[config.mk]
export PLATFORM = sky130hd
export DESIGN_NAME = fpic_top
export DESIGN_NICKNAME = d
export VERILOG_FILES = /design/src/fpic_pkg.sv /design/src/fpic_top.sv /design/src/fpic_flag_bit.sv /design/src/fpic_prio_pick.sv
export SDC_FILE = /design/constraint.sdc
export NUM_CORES = 1
export LEC_CHECK = 0
export ABC_AREA = 1
export BUFFER_PORTS_ARGS = -buffer_cell sky130_fd_sc_hd__buf_2
export CORE_ASPECT_RATIO = 0.9
export CORE_UTILIZATION = 55
export CTS_BUF_LIST = sky130_fd_sc_hd__clkbuf_8
export DETAILED_ROUTE_END_ITERATION = 7
export GPL_TIMING_DRIVEN = 1
export PLACE_DENSITY = 0.82
export SLEW_MARGIN = 20
export SYNTH_ARGS = -nofsm -noshare
export SYNTH_HDL_FRONTEND = slang
export SYNTH_SLANG_ARGS = --single-unit
[constraint.sdc]
create_clock -name i_core_clk -period 5.33 [get_ports i_core_clk]
set_input_delay 0.2665 -clock i_core_clk [delete_from_list [all_inputs] [get_ports i_core_clk]]
set_output_delay 0.2665 -clock i_core_clk [all_outputs]
set_load 0.02 [all_outputs]
[src/fpic_pkg.sv]
// Shared constants for the fixed priority interrupt controller
package fpic_pkg;

  // Source count and index width
  localparam int unsigned FPIC_NUM_SRC = 14;
  localparam int unsigned FPIC_IDX_W   = 4;

  // Register selects on the flag register port
  localparam logic [1:0] FPIC_SEL_REQ_LOW   = 2'h0;
  localparam logic [1:0] FPIC_SEL_REQ_HIGH  = 2'h1;
  localparam logic [1:0] FPIC_SEL_MASK_LOW  = 2'h2;
  localparam logic [1:0] FPIC_SEL_MASK_HIGH = 2'h3;

  // Reset values of the flag registers
  localparam logic [7:0] FPIC_REQ_RST  = 8'h00;
  localparam logic [7:0] FPIC_MASK_RST = 8'hFF;

  // Value returned for the watchdog mask bit while in watchdog mode
  localparam logic FPIC_WDT_MASK_UNDEF = 1'b1;

  // Vector of the non-maskable request
  localparam logic [15:0] FPIC_NMI_VECTOR = 16'h0004;

  // Vector per maskable priority level, level 0 first
  localparam logic [15:0] FPIC_VECTORS [FPIC_NUM_SRC] = '{
    16'h0004, 16'h0006, 16'h0008, 16'h000A, 16'h000C, 16'h000E, 16'h0010,
    16'h0012, 16'h0014, 16'h0016, 16'h0018, 16'h001A, 16'h001E, 16'h0020};

  // Bit position of each level in the {high, low} flag image
  localparam logic [3:0] FPIC_SRC_BIT [FPIC_NUM_SRC] = '{
    4'h0, 4'h1, 4'h2, 4'h3, 4'h4, 4'h5, 4'h6,
    4'h7, 4'h8, 4'h9, 4'hA, 4'hB, 4'hD, 4'hE};

  // Priority levels used by name in the logic
  localparam logic [3:0] FPIC_LVL_WDT  = 4'h0;
  localparam logic [3:0] FPIC_LVL_PIN0 = 4'h1;

  // Core service window, in CPU clocks, and our own presentation delay
  localparam int unsigned FPIC_SERVICE_MIN_CLK = 9;
  localparam int unsigned FPIC_SERVICE_MAX_CLK = 19;
  localparam int unsigned FPIC_PRESENT_CLK     = 2;

endpackage

[src/fpic_top.sv]
// Fixed priority interrupt controller: flags, masks, arbitration, core hand-off
//
// Contract
// - NMI ignores enable and masks, ranks first
// - NMI or any unmasked request drives standby release output
// - Fourteen maskable sources plus one NMI
// - Watchdog-mode overflow raises NMI, vector 0004H
// - Interval-mode overflow raises maskable level 0
// - Lowest level number wins among pending
// - Pin edges levels 1-4, vectors 0006H-000CH
// - Serial A receive ends share level 5
// - Serial B level 6, serial A transmit 7
// - Interval tick level 8, wide timer 9
// - Byte timer level 10, event counter 11
// - Watch tick level 12, key return 13
// - Flag set by source or software write
// - Request flags reset to zero
// - Acknowledge clears its request flag
// - Mask 0 permits, mask 1 blocks
// - Mask flags reset to all ones
// - Watchdog request flag usable in interval mode only
// - Watchdog mask read undefined in watchdog mode
// - Port pin output toggles set pin flags
// - Service needs flag, clear mask, global enable
// - Service starts 9 to 19 clocks after request
`timescale 1ns/1ps
module fpic_top (
  input  wire logic        i_core_clk,                // CPU clock, 100 MHz
  input  wire logic        i_rst,                     // Async reset, active high
  input  wire logic        i_wdt_overflow,            // Watchdog overflow pulse
  input  wire logic        i_wdt_interval_mode,       // 1: watchdog used as interval timer
  input  wire logic        i_pin_edge_irq_0,          // Pin 0 valid edge pulse
  input  wire logic        i_pin_edge_irq_1,          // Pin 1 valid edge pulse
  input  wire logic        i_pin_edge_irq_2,          // Pin 2 valid edge pulse
  input  wire logic        i_pin_edge_irq_3,          // Pin 3 valid edge pulse
  input  wire logic        i_serial_a_async_rx_done,  // Serial A async receive end
  input  wire logic        i_serial_a_sync_rx_done,   // Serial A 3-wire receive end
  input  wire logic        i_serial_b_sync_done,      // Serial B 3-wire transfer end
  input  wire logic        i_serial_a_async_tx_done,  // Serial A async transmit end
  input  wire logic        i_interval_tick_irq,       // Interval timer event
  input  wire logic        i_wide_timer_match_irq,    // 16-bit timer match
  input  wire logic        i_byte_timer_match_irq,    // 8-bit timer match
  input  wire logic        i_event_counter_match_irq, // Event counter match
  input  wire logic        i_watch_tick_irq,          // Watch timer event
  input  wire logic        i_key_return_irq,          // Key return detect pulse
  input  wire logic [1:0]  i_reg_sel,                 // Flag register select
  input  wire logic        i_reg_wr,                  // Register write strobe
  input  wire logic [7:0]  i_reg_bit_en,              // Bits touched by the write
  input  wire logic [7:0]  i_reg_wdata,               // Write data
  input  wire logic        i_reg_rd,                  // Register read strobe
  input  wire logic        i_global_irq_enable,       // Enable bit of the status word
  input  wire logic        i_irq_ack,                 // Core takes maskable request
  input  wire logic        i_nmi_ack,                 // Core takes non-maskable request
  output logic [7:0]       o_reg_rdata,               // Read data, one cycle after read
  output logic             o_nmi_req,                 // Non-maskable request pending
  output logic             o_irq_req,                 // Maskable request pending
  output logic [3:0]       o_irq_level,               // Level of presented request
  output logic [15:0]      o_irq_vector,              // Vector of presented request
  output logic             o_standby_release          // Wake a halted core
);

  logic [fpic_pkg::FPIC_NUM_SRC-1:0] src_evt;
  logic [fpic_pkg::FPIC_NUM_SRC-1:0] req_src;
  logic [fpic_pkg::FPIC_NUM_SRC-1:0] mask_src;
  logic [fpic_pkg::FPIC_NUM_SRC-1:0] elig;
  logic [fpic_pkg::FPIC_NUM_SRC-1:0] sw_wr;
  logic [fpic_pkg::FPIC_NUM_SRC-1:0] ack_clr;
  logic [15:0]                       req_img;
  logic [15:0]                       mask_d;
  logic [15:0]                       mask_q;
  logic                              nmi_evt;
  logic                              pick_any;
  logic [3:0]                        pick_idx;
  logic                              ack_take;
  logic                              nmi_d;
  logic                              nmi_q;
  logic                              irq_d;
  logic                              irq_q;
  logic [3:0]                        lvl_d;
  logic [3:0]                        lvl_q;
  logic [15:0]                       vec_d;
  logic [15:0]                       vec_q;
  logic                              stby_d;
  logic                              stby_q;
  logic [7:0]                        rdata_d;
  logic [7:0]                        rdata_q;

  // Source events in priority order; watchdog split by its mode
  always_comb begin
    nmi_evt     = i_wdt_overflow & ~i_wdt_interval_mode;
    src_evt[0]  = i_wdt_overflow & i_wdt_interval_mode;
    src_evt[1]  = i_pin_edge_irq_0;
    src_evt[2]  = i_pin_edge_irq_1;
    src_evt[3]  = i_pin_edge_irq_2;
    src_evt[4]  = i_pin_edge_irq_3;
    src_evt[5]  = i_serial_a_async_rx_done | i_serial_a_sync_rx_done;
    src_evt[6]  = i_serial_b_sync_done;
    src_evt[7]  = i_serial_a_async_tx_done;
    src_evt[8]  = i_interval_tick_irq;
    src_evt[9]  = i_wide_timer_match_irq;
    src_evt[10] = i_byte_timer_match_irq;
    src_evt[11] = i_event_counter_match_irq;
    src_evt[12] = i_watch_tick_irq;
    src_evt[13] = i_key_return_irq;
  end

  // The acknowledge only counts while a maskable request is shown
  assign ack_take = i_irq_ack & irq_q;

  // One request flag per source, fourteen in all
  for (genvar k = 0; k < fpic_pkg::FPIC_NUM_SRC; k++) begin : g_req
    localparam logic [3:0] POS = fpic_pkg::FPIC_SRC_BIT[k];
    // Watchdog flag is write-protected outside interval mode
    assign sw_wr[k] = i_reg_wr && i_reg_bit_en[POS[2:0]]
                      && (i_reg_sel == (POS[3] ? fpic_pkg::FPIC_SEL_REQ_HIGH : fpic_pkg::FPIC_SEL_REQ_LOW))
                      && ((k != 0) || i_wdt_interval_mode);
    assign ack_clr[k] = ack_take && (lvl_q == 4'(k));
    assign mask_src[k] = mask_q[POS];
    fpic_flag_bit #(
      .RESET_VAL (fpic_pkg::FPIC_REQ_RST[0])
    ) u_flag (
      .i_core_clk (i_core_clk),
      .i_rst      (i_rst),
      .i_set      (src_evt[k]),
      .i_wr       (sw_wr[k]),
      .i_wdata    (i_reg_wdata[POS[2:0]]),
      .i_clr      (ack_clr[k]),
      .o_flag     (req_src[k])
    );
  end

  // Request flag image; unused bits stay zero, watchdog bit hidden in watchdog mode
  always_comb begin
    req_img = 16'h0000;
    for (int k = 0; k < fpic_pkg::FPIC_NUM_SRC; k++) begin
      req_img[fpic_pkg::FPIC_SRC_BIT[k]] = req_src[k];
    end
    if (!i_wdt_interval_mode) begin
      req_img[fpic_pkg::FPIC_SRC_BIT[0]] = 1'b0;
    end
  end

  // Mask flags take written bits only; unused bits simply store what is written
  always_comb begin
    mask_d = mask_q;
    if (i_reg_wr && (i_reg_sel == fpic_pkg::FPIC_SEL_MASK_LOW)) begin
      mask_d[7:0] = (mask_q[7:0] & ~i_reg_bit_en) | (i_reg_wdata & i_reg_bit_en);
    end else if (i_reg_wr && (i_reg_sel == fpic_pkg::FPIC_SEL_MASK_HIGH)) begin
      mask_d[15:8] = (mask_q[15:8] & ~i_reg_bit_en) | (i_reg_wdata & i_reg_bit_en);
    end
  end

  always_ff @(posedge i_core_clk or posedge i_rst) begin
    if (i_rst) begin
      mask_q <= {fpic_pkg::FPIC_MASK_RST, fpic_pkg::FPIC_MASK_RST};
    end else begin
      mask_q <= mask_d;
    end
  end

  // Read mux; watchdog mask bit reads a fixed filler in watchdog mode
  always_comb begin
    rdata_d = rdata_q;
    if (i_reg_rd) begin
      if (i_reg_sel == fpic_pkg::FPIC_SEL_REQ_LOW) begin
        rdata_d = req_img[7:0];
      end else if (i_reg_sel == fpic_pkg::FPIC_SEL_REQ_HIGH) begin
        rdata_d = req_img[15:8];
      end else if (i_reg_sel == fpic_pkg::FPIC_SEL_MASK_LOW) begin
        rdata_d = mask_q[7:0];
        if (!i_wdt_interval_mode) begin
          rdata_d[fpic_pkg::FPIC_SRC_BIT[0][2:0]] = fpic_pkg::FPIC_WDT_MASK_UNDEF;
        end
      end else begin
        rdata_d = mask_q[15:8];
      end
    end
  end

  // Eligible maskable requests need flag, clear mask and global enable
  assign elig = req_src & ~mask_src & {fpic_pkg::FPIC_NUM_SRC{i_global_irq_enable}};

  fpic_prio_pick #(
    .N (fpic_pkg::FPIC_NUM_SRC),
    .W (fpic_pkg::FPIC_IDX_W)
  ) u_pick (
    .i_ready (elig),
    .o_any   (pick_any),
    .o_index (pick_idx)
  );

  // Core hand-off; NMI set beats its acknowledge, NMI hides maskable requests.
  // Maskable requests show two clocks after the event, NMI one; well inside the core's 9-clock minimum.
  always_comb begin
    nmi_d = nmi_q;
    if (nmi_evt) begin
      nmi_d = 1'b1;
    end else if (i_nmi_ack && nmi_q) begin
      nmi_d = 1'b0;
    end
    irq_d  = pick_any & ~nmi_d & ~ack_take;
    lvl_d  = pick_idx;
    vec_d  = nmi_d ? fpic_pkg::FPIC_NMI_VECTOR : fpic_pkg::FPIC_VECTORS[pick_idx];
    stby_d = nmi_d | (|(req_src & ~mask_src));
  end

  always_ff @(posedge i_core_clk or posedge i_rst) begin
    if (i_rst) begin
      nmi_q   <= 1'b0;
      irq_q   <= 1'b0;
      lvl_q   <= 4'h0;
      vec_q   <= 16'h0000;
      stby_q  <= 1'b0;
      rdata_q <= 8'h00;
    end else begin
      nmi_q   <= nmi_d;
      irq_q   <= irq_d;
      lvl_q   <= lvl_d;
      vec_q   <= vec_d;
      stby_q  <= stby_d;
      rdata_q <= rdata_d;
    end
  end

  assign o_nmi_req         = nmi_q;
  assign o_irq_req         = irq_q;
  assign o_irq_level       = lvl_q;
  assign o_irq_vector      = vec_q;
  assign o_standby_release = stby_q;
  assign o_reg_rdata       = rdata_q;

  // Checks on the controller's own flags and outputs
  property p_nmi_raise;
    @(posedge i_core_clk) disable iff (i_rst)
      (i_wdt_overflow && !i_wdt_interval_mode) |=> (o_nmi_req && o_irq_vector == fpic_pkg::FPIC_NMI_VECTOR);
  endproperty
  a_nmi_raise: assert property (p_nmi_raise) else $error("NMI not raised on watchdog overflow");

  property p_nmi_first;
    @(posedge i_core_clk) disable iff (i_rst) o_nmi_req |-> !o_irq_req;
  endproperty
  a_nmi_first: assert property (p_nmi_first) else $error("Maskable request shown beside NMI");

  property p_wdt_maskable;
    @(posedge i_core_clk) disable iff (i_rst)
      (i_wdt_overflow && i_wdt_interval_mode) |=> (req_src[0] && !o_nmi_req[*1]) or (req_src[0] && $past(nmi_q));
  endproperty
  a_wdt_maskable: assert property (p_wdt_maskable) else $error("Interval overflow did not set level 0");

  property p_needs_enable;
    @(posedge i_core_clk) disable iff (i_rst) $rose(o_irq_req) |-> $past(i_global_irq_enable);
  endproperty
  a_needs_enable: assert property (p_needs_enable) else $error("Request shown without global enable");

  property p_all_masked;
    @(posedge i_core_clk) disable iff (i_rst) (&mask_src) |=> !o_irq_req;
  endproperty
  a_all_masked: assert property (p_all_masked) else $error("Masked request presented");

  property p_lowest_wins;
    @(posedge i_core_clk) disable iff (i_rst)
      o_irq_req |-> (($past(elig) & ((14'h0001 << o_irq_level) - 14'h0001)) == 14'h0000);
  endproperty
  a_lowest_wins: assert property (p_lowest_wins) else $error("Lower level pending but not chosen");

  property p_vector_map;
    @(posedge i_core_clk) disable iff (i_rst)
      o_irq_req |-> (o_irq_vector == fpic_pkg::FPIC_VECTORS[o_irq_level]);
  endproperty
  a_vector_map: assert property (p_vector_map) else $error("Vector does not match level");

  property p_ack_clears;
    @(posedge i_core_clk) disable iff (i_rst)
      (ack_take && !src_evt[o_irq_level] && !sw_wr[o_irq_level]) |=> (!req_src[$past(o_irq_level)] && !o_irq_req);
  endproperty
  a_ack_clears: assert property (p_ack_clears) else $error("Acknowledge left flag set");

  property p_sw_set;
    @(posedge i_core_clk) disable iff (i_rst)
      (sw_wr[fpic_pkg::FPIC_LVL_PIN0] && i_reg_wdata[fpic_pkg::FPIC_SRC_BIT[1][2:0]]) |=> req_src[1];
  endproperty
  a_sw_set: assert property (p_sw_set) else $error("Software write did not set flag");

  property p_standby;
    @(posedge i_core_clk) disable iff (i_rst)
      (|(src_evt & ~mask_src) || nmi_evt) |=> ##1 o_standby_release;
  endproperty
  a_standby: assert property (p_standby) else $error("No standby release after request");

  property p_reset_vals;
    @(posedge i_core_clk) disable iff (i_rst)
      $past(i_rst) |-> (mask_q == 16'hFFFF && req_src == 14'h0000 && !o_irq_req);
  endproperty
  a_reset_vals: assert property (p_reset_vals) else $error("Flag reset values wrong");

  property p_wdt_hidden;
    @(posedge i_core_clk) disable iff (i_rst)
      (i_reg_rd && i_reg_sel == fpic_pkg::FPIC_SEL_REQ_LOW && !i_wdt_interval_mode) |=> !o_reg_rdata[0];
  endproperty
  a_wdt_hidden: assert property (p_wdt_hidden) else $error("Watchdog flag visible in watchdog mode");

  c_nmi: cover property (@(posedge i_core_clk) disable iff (i_rst) o_nmi_req && i_nmi_ack);
  c_irq_ack: cover property (@(posedge i_core_clk) disable iff (i_rst) ack_take);
  c_two_pend: cover property (@(posedge i_core_clk) disable iff (i_rst) o_irq_req && ($countones(elig) > 1));
  c_wake: cover property (@(posedge i_core_clk) disable iff (i_rst) $rose(o_standby_release));

endmodule

[src/fpic_flag_bit.sv]
// One hardware-set, software-written, acknowledge-cleared flag bit
`timescale 1ns/1ps
module fpic_flag_bit #(
  parameter logic RESET_VAL = 1'b0
) (
  input  wire logic i_core_clk, // CPU clock
  input  wire logic i_rst,      // Async reset, active high
  input  wire logic i_set,      // Source event pulse
  input  wire logic i_wr,       // Software write strobe for this bit
  input  wire logic i_wdata,    // Software write value
  input  wire logic i_clr,      // Acknowledge clear pulse
  output logic      o_flag      // Flag state
);

  logic flag_d;
  logic flag_q;

  // Event beats software write and acknowledge so no request is lost
  always_comb begin
    flag_d = flag_q;
    if (i_set) begin
      flag_d = 1'b1;
    end else if (i_wr) begin
      flag_d = i_wdata;
    end else if (i_clr) begin
      flag_d = 1'b0;
    end
  end

  always_ff @(posedge i_core_clk or posedge i_rst) begin
    if (i_rst) begin
      flag_q <= RESET_VAL;
    end else begin
      flag_q <= flag_d;
    end
  end

  assign o_flag = flag_q;

endmodule

[src/fpic_prio_pick.sv]
// Fixed priority picker: lowest index wins
`timescale 1ns/1ps
module fpic_prio_pick #(
  parameter int unsigned N = 14,
  parameter int unsigned W = 4
) (
  input  wire logic [N-1:0] i_ready, // Eligible requests
  output logic              o_any,   // At least one eligible
  output logic [W-1:0]      o_index  // Winning index
);

  // Scan from the lowest priority up so level 0 overrides all
  always_comb begin
    o_any   = |i_ready;
    o_index = '0;
    for (int i = N - 1; i >= 0; i--) begin
      if (i_ready[i]) begin
        o_index = W'(i);
      end
    end
  end

endmodule

==> key figures, run 1 <==
GRT
  • Vias in the first global route: 2535
  • Initial antenna violation count: 0
  • First-pass GRT wire length: 12080 µm
  • Largest net degree at the start of global routing: 51
  • Total gr overflow: 0
  • GR Util All Layers: 0.2907

Logic synthesis
  • Synth Flop Type: dfrtp_1
  • Post-Syn Instances: 355
  • Post-synth EDFFs: 0
  • Top post-synthesis cells by area: dfrtp_1 30%, dfstp_2 15%, nand2_1 11%
  • Top-area cell type share of the netlist area: 0.3006
  • Area leader, netlist: dfrtp_1
  • YS warnings: 0
  • Post-synthesis register bit count: 50
  • Synthesized cell area: 2830 µm²
  • Synth async-reset ratio: 1.000
  • Post-synthesis sequential area ratio: 0.4492
  • Distinct cells, synth: 32
  • Avg Synthesized Cell Area: 7.972 µm²

Place
  • GP Congestion: 0.9030
  • IO buf count: 60
  • DP Wirelength: 5446 µm

Timing
  • Crit share post-route: 0.3875
  • Peak Freq: 484.2 MHz
  • Final Hold Fails: 0
  • Final-report max-slew violation count: 0
  • Final min period: 2.065 ns
  • Setup TNS: 0 ns
  • Setup violations, final: 0
  • Final Skew: 0.01465 ns
  • RSZ-0062 raised after global routing: false
  • Worst slew pin tran: 1.020 ns
  • Hold WS: 0.09076 ns
  • Slew margin rel.: 0.3173

Setup path
  • Worst setup EP type: flop
  • WP data required: 5.53 ns
  • Worst-path cell chain: inv_1, nand2_2, nand2_1, nand2_1, nand2_1, nand2_1, nand2_1, nand2_1, nand2_1, nand2_1, nand2_1, nand2_1, nand2_1, nand2_2, nand2_2, inv_1, ha_1, o21ai_0, a21oi_1
  • Most frequent cell on the critical path: nand2_1
  • Peak per-stage delay on the critical path: 0.56 ns
  • Crit. path cell count: 19
  • Worst Path Arrival: 2.26 ns
  • Slowest CP cell: dfstp_2
  • CP Max Fanout: 3
  • Kind of critical path: flop to flop
  • WP buf/inv: 2
  • Reg2reg path depth: 19
  • Largest delay contributor family on the critical path: simple AND/OR/NAND/NOR gates
  • Startpoint types: flop

Routing
  • DRT Pass-1 Iters: 5
  • DRT iter0 DRCs: 181
  • Total Wirelength: 7283 µm
  • DRC violations left: 0
  • Total vias in the final route: 2683
  • Antenna viol nets, final: 0
  • DR WL/cell: 15.11 µm
  • Avg Vias per Cell: 5.566

Clock network
  • Clock Tree Buf Depth: 2
  • CTS root buf: clkbuf_8
  • CTS sink cnt: 50
  • Cts bufs inserted: 5
  • CTS tree: yes
  • CTS Hold Bufs: 0
  • H-tree levels: 2
  • Worst-Skew Late Latency: 0.31 ns
  • Clock-pin slew on the worst setup and hold paths: 0.10 ns
  • Post-CTS setup buffers: 0
  • PostCTS Resize Cnt: 0

Power and ir drop
  • Max VDD drop: 0.1662 mV
  • PwrDens: 316.1 nW/µm²
  • LEAKAGE: 1.623 nW

Job
  • Max Cap Viol: 0

Cells and area
  • # diodes: 0
  • Share of post-route cells with drive strength above 1: 0.2854
  • Commonest cells after routing, fill and taps aside: 80 x nand2_1, 60 x buf_2, 45 x inv_1, 34 x dfrtp_1, 28 x o21ai_0
  • Commonest non-fill, non-tap cell in the layout: nand2_1
  • Post-Route Utilization: 0.6646
  • Final #Nets: 460
  • Area grow syn2layout: 14.94%

Run status
  • Status: complete, no violations

Floorplanning
  • Site Rows: 24
  • Chip height: 70.06 µm
  • Core box area: 4895 µm²
  • Ports: 72
  • Die area: 5437 µm²
  • Initial Util: 0.5782
  • Die Width: 77.62 µm

Worst hold path
  • Hold/Removal Path Class: input port to asynchronous set/reset pin
-- power by group --
group          leakage (nW)  internal (mW)  total [mW]  switching [mW]
Combinational          1.02         0.0879       0.269           0.181
Clock                0.0626          0.151       0.276           0.125
Sequential            0.544          0.446       0.483          0.0375
Total                  1.62          0.685        1.03           0.343
-- final timing paths --
check                                    endpoint  slack (ns)       startpoint
max in group asynchronous  g_req[8].u_flag.o_flag        4.70            i_rst
setup / recovery                  o_irq_vector[1]        3.26             flop
setup reg to reg                  o_irq_vector[1]        3.26             flop
min in group i_core_clk                      flop        0.16  i_reg_bit_en[4]
hold / removal                    o_irq_vector[3]        0.09            i_rst
hold reg to reg                              flop        0.48             flop
-- worst register-to-register path, stage by stage, from the launching register on --
cell and delay [ns]:
dfstp_2 0.56, inv_1 0.05, nand2_2 0.07, nand2_1 0.06, nand2_1 0.05, nand2_1 0.05
nand2_1 0.06, nand2_1 0.05, nand2_1 0.05, nand2_1 0.05, nand2_1 0.05, nand2_1 0.06
nand2_1 0.06, nand2_1 0.06, nand2_2 0.07, nand2_2 0.07, inv_1 0.09, ha_1 0.22
o21ai_0 0.18, a21oi_1 0.07
-- cell usage after synthesis, types with 2 or more instances --
master and n:
a21oi_1 18, a221o_1 2, a31oi_1 15, buf_4 14, dfrtp_1 34, dfstp_2 16
ha_1 3, inv_1 45, inv_2 8, nand2_1 80, nand2_2 13, nand2_4 3
nand3_1 12, nor2_1 19, nor2_2 6, nor2_4 3, nor3_1 5, o211ai_1 9
o21ai_0 28, o21ai_1 4, o221ai_1 6, o22ai_1 2
-- cells by family after synthesis --
kind of cell	Yosys count	share of synthesized area
compound gates	88	0.1879
fa+ha+maj	3	0.01326
buf+inv	71	0.1141
flops	50	0.4492
other cells	1	0.001325
simple gates	142	0.2343
-- area by class of cell --
cell class,count,area [µm²]
fill,433,1642
multi-input combinational,244,1274
sequential,50,1271
timing repair buffer,60,300.3
inverter,55,210.2
clock buffer,6,82.58
tap,65,81.33
clock inverter,2,33.78
-- layer usage --
layer  vias up  global-route usage  share of wire
li1       1271                   -              -
met3        10             0.05752          0.075
met5         -                   0              0
met4         0             0.07966          0.012
met1      1271              0.4103           0.46
met2       131              0.4562           0.46
-- through the flow --
step	setup WS, ns	power [mW]	instances	area, µm²
after CTS	3.293	1.029	482	3252
after floorplan	3.517	0.6734	365	2868
after global routing	3.057	1.085	482	3253
final	3.265	1.028	482	3253
after detailed placement	3.318	0.7537	474	3136
after global placement	3.345	0.7455	474	3136
(Power assumes the default switching activity.)
==> inputs of run 2 (changes only) <==
Clock period 5.33 ns to 2.04 ns, I/O delays scaled along.
==> run 2 against run 1 <==
Compared with the run above: critical path depth unchanged; worst hold slack lost 0.080 ns; clock skew shrank 0.0073 ns; die area unchanged; global-route usage increased by 0.88 points; via count grew 4.2%; clock power grew to 2.6 times the previous value; sequential power grew to 2.6 times the previous value; combinational power rose to 3.0 times the previous value; non-clock buffer count rose by 22; final area increased by 7.9%; power grew to 2.7 times the previous value.
==> key figures, run 2 (synthesized netlist as in run 1, its figures left out) <==
Run status
  • Status: complete, no violations

Routing
  • DR WL/cell: 15.34 µm (+1.5%)
  • Avg Vias per Cell: 5.550 (-0.30%)
  • Total Wirelength: 7729 µm (+6.1%)
  • DRT Pass-1 Iters: 5 (unchanged)
  • DRT iter0 DRCs: 267 (+48%)
  • DRC violations left: 0 (unchanged)
  • Antenna viol nets, final: 0 (unchanged)
  • Total vias in the final route: 2797 (+4.2%)

Power and ir drop
  • LEAKAGE: 1.722 nW (+6.1%)
  • PwrDens: 789.1 nW/µm² (+150%)
  • Max VDD drop: 0.4849 mV (+190%)

Timing
  • Slew margin rel.: 0.6299 (+0.3126)
  • Setup violations, final: 0 (unchanged)
  • Final Skew: 0.007331 ns (-0.007315 ns)
  • Crit share post-route: 0.9767 (+0.5893)
  • Peak Freq: 501.9 MHz (+3.6%)
  • Hold WS: 0.01044 ns (-0.08032 ns)
  • Worst slew pin tran: 0.5544 ns (-0.4659 ns)
  • Final min period: 1.993 ns (-0.07267 ns)
  • Final-report max-slew violation count: 0 (unchanged)
  • Final Hold Fails: 0 (unchanged)

GRT
  • Largest net degree at the start of global routing: 27 (-47%)
  • Total gr overflow: 0 (unchanged)
  • Initial antenna violation count: 0 (unchanged)
  • GR Util All Layers: 0.2995 (+0.008756)
  • Vias in the first global route: 2592 (+2.2%)
  • First-pass GRT wire length: 12500 µm (+3.5%)

Floorplanning
  • Initial Util: 0.5782 (unchanged)
  • Core box area: 4895 µm² (unchanged)
  • Ports: 72 (unchanged)
  • Chip height: 70.06 µm (unchanged)
  • Site Rows: 24 (unchanged)
  • Die area: 5437 µm² (unchanged)
  • Die Width: 77.62 µm (unchanged)

Cells and area
  • Share of post-route cells with drive strength above 1: 0.3257 (+0.04037)
  • Fillers: 374 (-14%)
  • Commonest non-fill, non-tap cell in the layout: nand2_1
  • Register area: 1271 µm² (unchanged)
  • Cell area after layout: 3511 µm² (+7.9%)
  • Non-filler instance count after layout: 504 (+4.6%)
  • Final #Nets: 482 (+4.8%)
  • Commonest cells after routing, fill and taps aside: 73 x nand2_1, 60 x buf_2, 40 x inv_1, 34 x dfrtp_1, 26 x o21ai_0
  • Area grow syn2layout: 24.05%
  • Multi-input logic area: 1323 µm² (+3.8%)
  • # diodes: 0 (unchanged)
  • Post-Route Utilization: 0.7173 (+0.05266)

Clock network
  • H-tree levels: 2 (unchanged)
  • Worst-Skew Late Latency: 0.31 ns (about the same)
  • CTS sink cnt: 50 (unchanged)
  • Clock-pin slew on the worst setup and hold paths: 0.09 ns (about the same)
  • CTS tree: yes
  • Cts bufs inserted: 5 (unchanged)
  • CTS root buf: clkbuf_8
  • Clock Tree Buf Depth: 2 (unchanged)

Setup path
  • Startpoint types: flop
  • WP data required: 2.24 ns (-3.29 ns)
  • Kind of critical path: flop to flop
  • Worst setup EP type: flop
  • CP Max Fanout: 3 (unchanged)
  • Worst Path Arrival: 2.19 ns (-0.07 ns)

Place
  • Placed insts: 477 (+0.63%)
  • IO buf count: 60 (unchanged)
  • DP Wirelength: 5520 µm (+1.4%)
  • DP Area: 3171 µm² (+1.1%)
  • GP Congestion: 0.9044 (+0.16%)

Worst hold path
  • Hold/Removal Path Class: input port to flop

Job
  • Max Cap Viol: 0 (unchanged)
[run 2: metal layers]
metal,wire length (µm),GRT usage,vias to the layer above
met3,590,0.04444,10
met5,0,0,-
met2,3664,0.4887,141
met1,3376,0.4190,1322
met4,97,0.07547,0
li1,-,-,1324
[run 2: report_power, final]
part / internal [mW] / leakage [nW] / switching (mW)
Sequential: 1.16 / 0.544 / 0.100
Combinational: 0.287 / 1.12 / 0.515
Clock: 0.362 / 0.0579 / 0.342
Total: 1.81 / 1.72 / 0.957
[run 2: timing repair]
action                                  CTS  global route
hold buffers                             13             2
setup buffers                             0             4
resized for setup                         0            20
endpoints found under the setup margin    0             3
endpoints found under the hold margin    31             1
[run 2: worst max-delay path: stages (launching register included)]
cell     delay [ns]
dfstp_2        0.56
inv_2          0.04
nand2_2        0.06
nand2_1        0.06
nand2_1        0.07
nand2_1        0.05
nand2_1        0.05
nand2_1        0.05
nand2_1        0.06
nand2_1        0.05
nand2_1        0.05
nand2_1        0.05
nand2_1        0.06
nand2_1        0.06
nand2_2        0.10
nand2_4        0.07
inv_4          0.08
ha_4           0.20
o21ai_2        0.11
a21oi_1        0.05
[run 2: stage by stage]
stage	total power, mW	setup WS [ns]	setup TNS [ns]
finish	2.771	0.04745	0
floorplan	1.759	0.2274	0
detailed placement	1.976	0.04780	0
CTS	2.693	0.01712	0
global route	2.908	-0.02754	-0.03552
global placement	1.954	0.06092	0
[run 2: final cells by class]
type	count	share of cell area
tap	65	0.02316
inverter	55	0.06023
clock buffer	5	0.01960
timing repair buffer	82	0.1468
clock inverter	3	0.01140
sequential	50	0.3621
multi-input combinational	244	0.3767
[run 2: final timing paths]
| kind | start | end | slack [ns] | depth (start not counted) |
|---|---|---|---|---|
| setup / recovery | flop | o_irq_vector[1] | 0.05 | 19 |
| hold / removal | i_key_return_irq | g_req[13].u_flag.o_flag | 0.01 | 3 |
| setup reg to reg | flop | o_irq_vector[1] | 0.05 | 19 |
| hold reg to reg | o_reg_rdata[2] | o_reg_rdata[2] | 0.48 | 2 |
| max in group asynchronous | i_rst | asynchronous set/reset pin | 1.03 | 4 |
| min in group asynchronous | i_rst | o_standby_release | 0.41 | 3 |
==> inputs of run 3 (changes only) <==
Settings changed: REMOVE_ABC_BUFFERS from default to 1.
==> run 3 against run 2 <==
Compared with the run above: non-clock buffer count is 8 lower; flip-flop and latch count stayed put; combinational power is 0.7% lower; clock power is 21% higher; maximum frequency is 3.0% higher; the flow now finishes with violations (hold timing).
==> key figures, run 3 (synthesized netlist as in run 1, its figures left out) <==
Clock network
  • Worst-Skew Late Latency: 0.30 ns (about the same)
  • Clock-pin slew on the worst setup and hold paths: 0.09 ns (about the same)
  • Cts bufs inserted: 5 (unchanged)
  • CTS sink cnt: 50 (unchanged)
  • Clock Tree Buf Depth: 2 (unchanged)
  • CTS tree: yes
  • H-tree levels: 2 (unchanged)
  • CTS root buf: clkbuf_8

Timing
  • Worst Slack Setup Final: 0.1053 ns (+0.05784 ns)
  • Final min period: 1.935 ns (-0.05784 ns)
  • Setup violations, final: 0 (unchanged)
  • Crit share post-route: 0.9484 (-0.02835)
  • Final-report max-slew violation count: 0 (unchanged)
  • Setup TNS: 0 ns (unchanged)
  • Final Skew: 0.006605 ns (-0.0007266 ns)
  • Worst slew pin tran: 0.5592 ns (+0.004795 ns)
  • Slew margin rel.: 0.6244 (-0.005526)
  • Peak Freq: 516.9 MHz (+3.0%)
  • Final Hold Fails: 1 (+1)
  • Hold WS: -0.0008918 ns (-0.01133 ns)

Place
  • Placed insts: 477 (unchanged)
  • DP Wirelength: 5314 µm (-3.7%)
  • GP Congestion: 0.9276 (+2.6%)
  • IO buf count: 60 (unchanged)
  • Pre-CTS setup slack: 0.04004 ns (-0.007759 ns)

Power and ir drop
  • Psw: 0.9407 mW (-1.7%)
  • Int Pwr: 1.972 mW (+8.8%)
  • PwrDens: 839.9 nW/µm² (+6.4%)
  • Comb pwr share: 0.273 (-0.016)
  • LEAKAGE: 1.698 nW (-1.4%)
  • Switching fraction of total power: 0.3229 (-0.02252)
  • Sequential cell fraction of total power: 0.434 (-0.023)
  • Max VDD drop: 0.5111 mV (+5.4%)
  • Clock group share of total power: 0.293 (+0.039)
  • Power Total: 2.913 mW (+5.1%)

GRT
  • GR Util All Layers: 0.2848 (-0.01467)
  • Total gr overflow: 0 (unchanged)
  • First-pass GRT wire length: 12160 µm (-2.8%)
  • Initial antenna violation count: 0 (unchanged)
  • Vias in the first global route: 2561 (-1.2%)
  • Largest net degree at the start of global routing: 51 (+89%)

Setup path
  • CP Max Fanout: 3 (unchanged)
  • Flop2flop setup slack: 0.11 ns (+0.06 ns)
  • WP data required: 2.23 ns (about the same)
  • Startpoint types: flop
  • Worst-path cell chain: inv_2, nand2_2, nand2_2, nand2_2, nand2_2, nand2_1, nand2_1, nand2_1, nand2_1, nand2_1, nand2_1, nand2_1, nand2_2, nand2_2, nand2_4, inv_2, ha_4, o21ai_1, a21oi_1
  • Peak per-stage delay on the critical path: 0.56 ns (about the same)
  • Largest delay contributor family on the critical path: simple AND/OR/NAND/NOR gates
  • Critical R2R Capture: o_irq_vector[1]
  • WP buf/inv: 2 (unchanged)
  • Kind of critical path: flop to flop
  • Slowest CP cell: dfstp_2
  • Worst Path Arrival: 2.13 ns (-0.06 ns)
  • Worst setup EP type: flop
  • Reg2reg path depth: 19 (unchanged)
  • Most frequent cell on the critical path: nand2_1

Routing
  • DR WL/cell: 15.18 µm (-1.0%)
  • Antenna viol nets, final: 0 (unchanged)
  • Avg Vias per Cell: 5.704 (+2.8%)
  • DRC violations left: 0 (unchanged)
  • Total vias in the final route: 2829 (+1.1%)
  • DRT iter0 DRCs: 328 (+23%)
  • Total Wirelength: 7529 µm (-2.6%)
  • DRT Pass-1 Iters: 5 (unchanged)

Run status
  • Status: complete, but fails checks
  • Failing checks: hold timing

Cells and area
  • Multi-input logic area: 1331 µm² (+0.66%)
  • Share of post-route cells with drive strength above 1: 0.3318 (+0.006046)
  • Fillers: 373 (-0.27%)
  • # diodes: 0 (unchanged)
  • Non-filler instance count after layout: 496 (-1.6%)
  • Post-Route Utilization: 0.7086 (-0.008691)
  • Final #Nets: 474 (-1.7%)
  • Register area: 1271 µm² (unchanged)
  • Area grow syn2layout: 22.55%
  • Commonest non-fill, non-tap cell in the layout: nand2_1
  • Commonest cells after routing, fill and taps aside: 74 x nand2_1, 60 x buf_2, 39 x inv_1, 34 x dfrtp_1, 27 x o21ai_0

Worst hold path
  • Min-delay src: i_pin_edge_irq_2
  • Hold/Removal Path Class: input port to flop
  • Hold path endpoint: g_req[3].u_flag.o_flag
  • Hold Path Depth: 3 (unchanged)

Floorplanning
  • Core box area: 4895 µm² (unchanged)
  • Chip height: 70.06 µm (unchanged)
  • Ports: 72 (unchanged)
  • Die Width: 77.62 µm (unchanged)
  • Initial Util: 0.5782 (unchanged)
  • Site Rows: 24 (unchanged)
  • Die area: 5437 µm² (unchanged)

Job
  • Max Cap Viol: 0 (unchanged)
-- run 3: final cells by class --
class	count	area share
multi-input cells	244	0.3838
clock buffers	6	0.02381
flip-flops and latches	50	0.3665
well taps	65	0.02345
clock inverters	2	0.01732
repair buffers	74	0.1248
inverters	55	0.06025
-- run 3: tightest hold or removal path: stages --
cell and delay (ns):
buf_2 0.08, a31oi_1 0.03, o21ai_0 0.06
-- run 3: worst max-delay path by stage --
stage                     start         endpoint  slack, ns  cells past startpoint
after global routing       flop  o_irq_vector[3]      -0.03                     13
after CTS                  flop  o_irq_vector[1]       0.02                     18
after global placement     flop  o_irq_vector[1]       0.04                     18
final                      flop  o_irq_vector[1]       0.11                     19
after detailed placement   flop  o_irq_vector[1]       0.04                     18
after floorplan            flop  o_irq_vector[1]       0.23                     19
-- run 3: timing repair --
| action | CTS | global route |
|---|---|---|
| buffers inserted | 0 | 5 |
| endpoints found under the hold margin | 38 | 1 |
| gates resized for setup | 0 | 18 |
| endpoints found under the setup margin | 0 | 2 |
| hold buffers | 5 | 1 |
-- run 3: per-stage QoR --
step           hold WS [ns]  instance area (µm²)
6_report         -0.0008918                 3468
5_1_grt            0.005265                 3468
4_1_cts            0.002293                 3363
3_5_place_dp         0.1655                 3171
3_3_place_gp         0.1610                 3171
2_1_floorplan        0.1649                 2754
-- run 3: metal layers --
metal / routed length (µm) / track usage / share of wire / vias to the layer above
met5: 0 / 0 / 0 / -
met4: 131 / 0.05451 / 0.017 / 0
met3: 723 / 0.05621 / 0.096 / 19
met2: 3481 / 0.4592 / 0.46 / 167
met1: 3193 / 0.4007 / 0.42 / 1340
li1: - / - / - / 1303
-- run 3: power groups by stage --
stage	clock network (mW)	registers [mW]	logic [mW]
5_1_grt	0.894	1.28	0.877
3_5_place_dp	0	1.27	0.694
2_1_floorplan	0	1.31	0.419
3_3_place_gp	0	1.27	0.680
6_report	0.854	1.26	0.796
4_1_cts	0.854	1.26	0.709
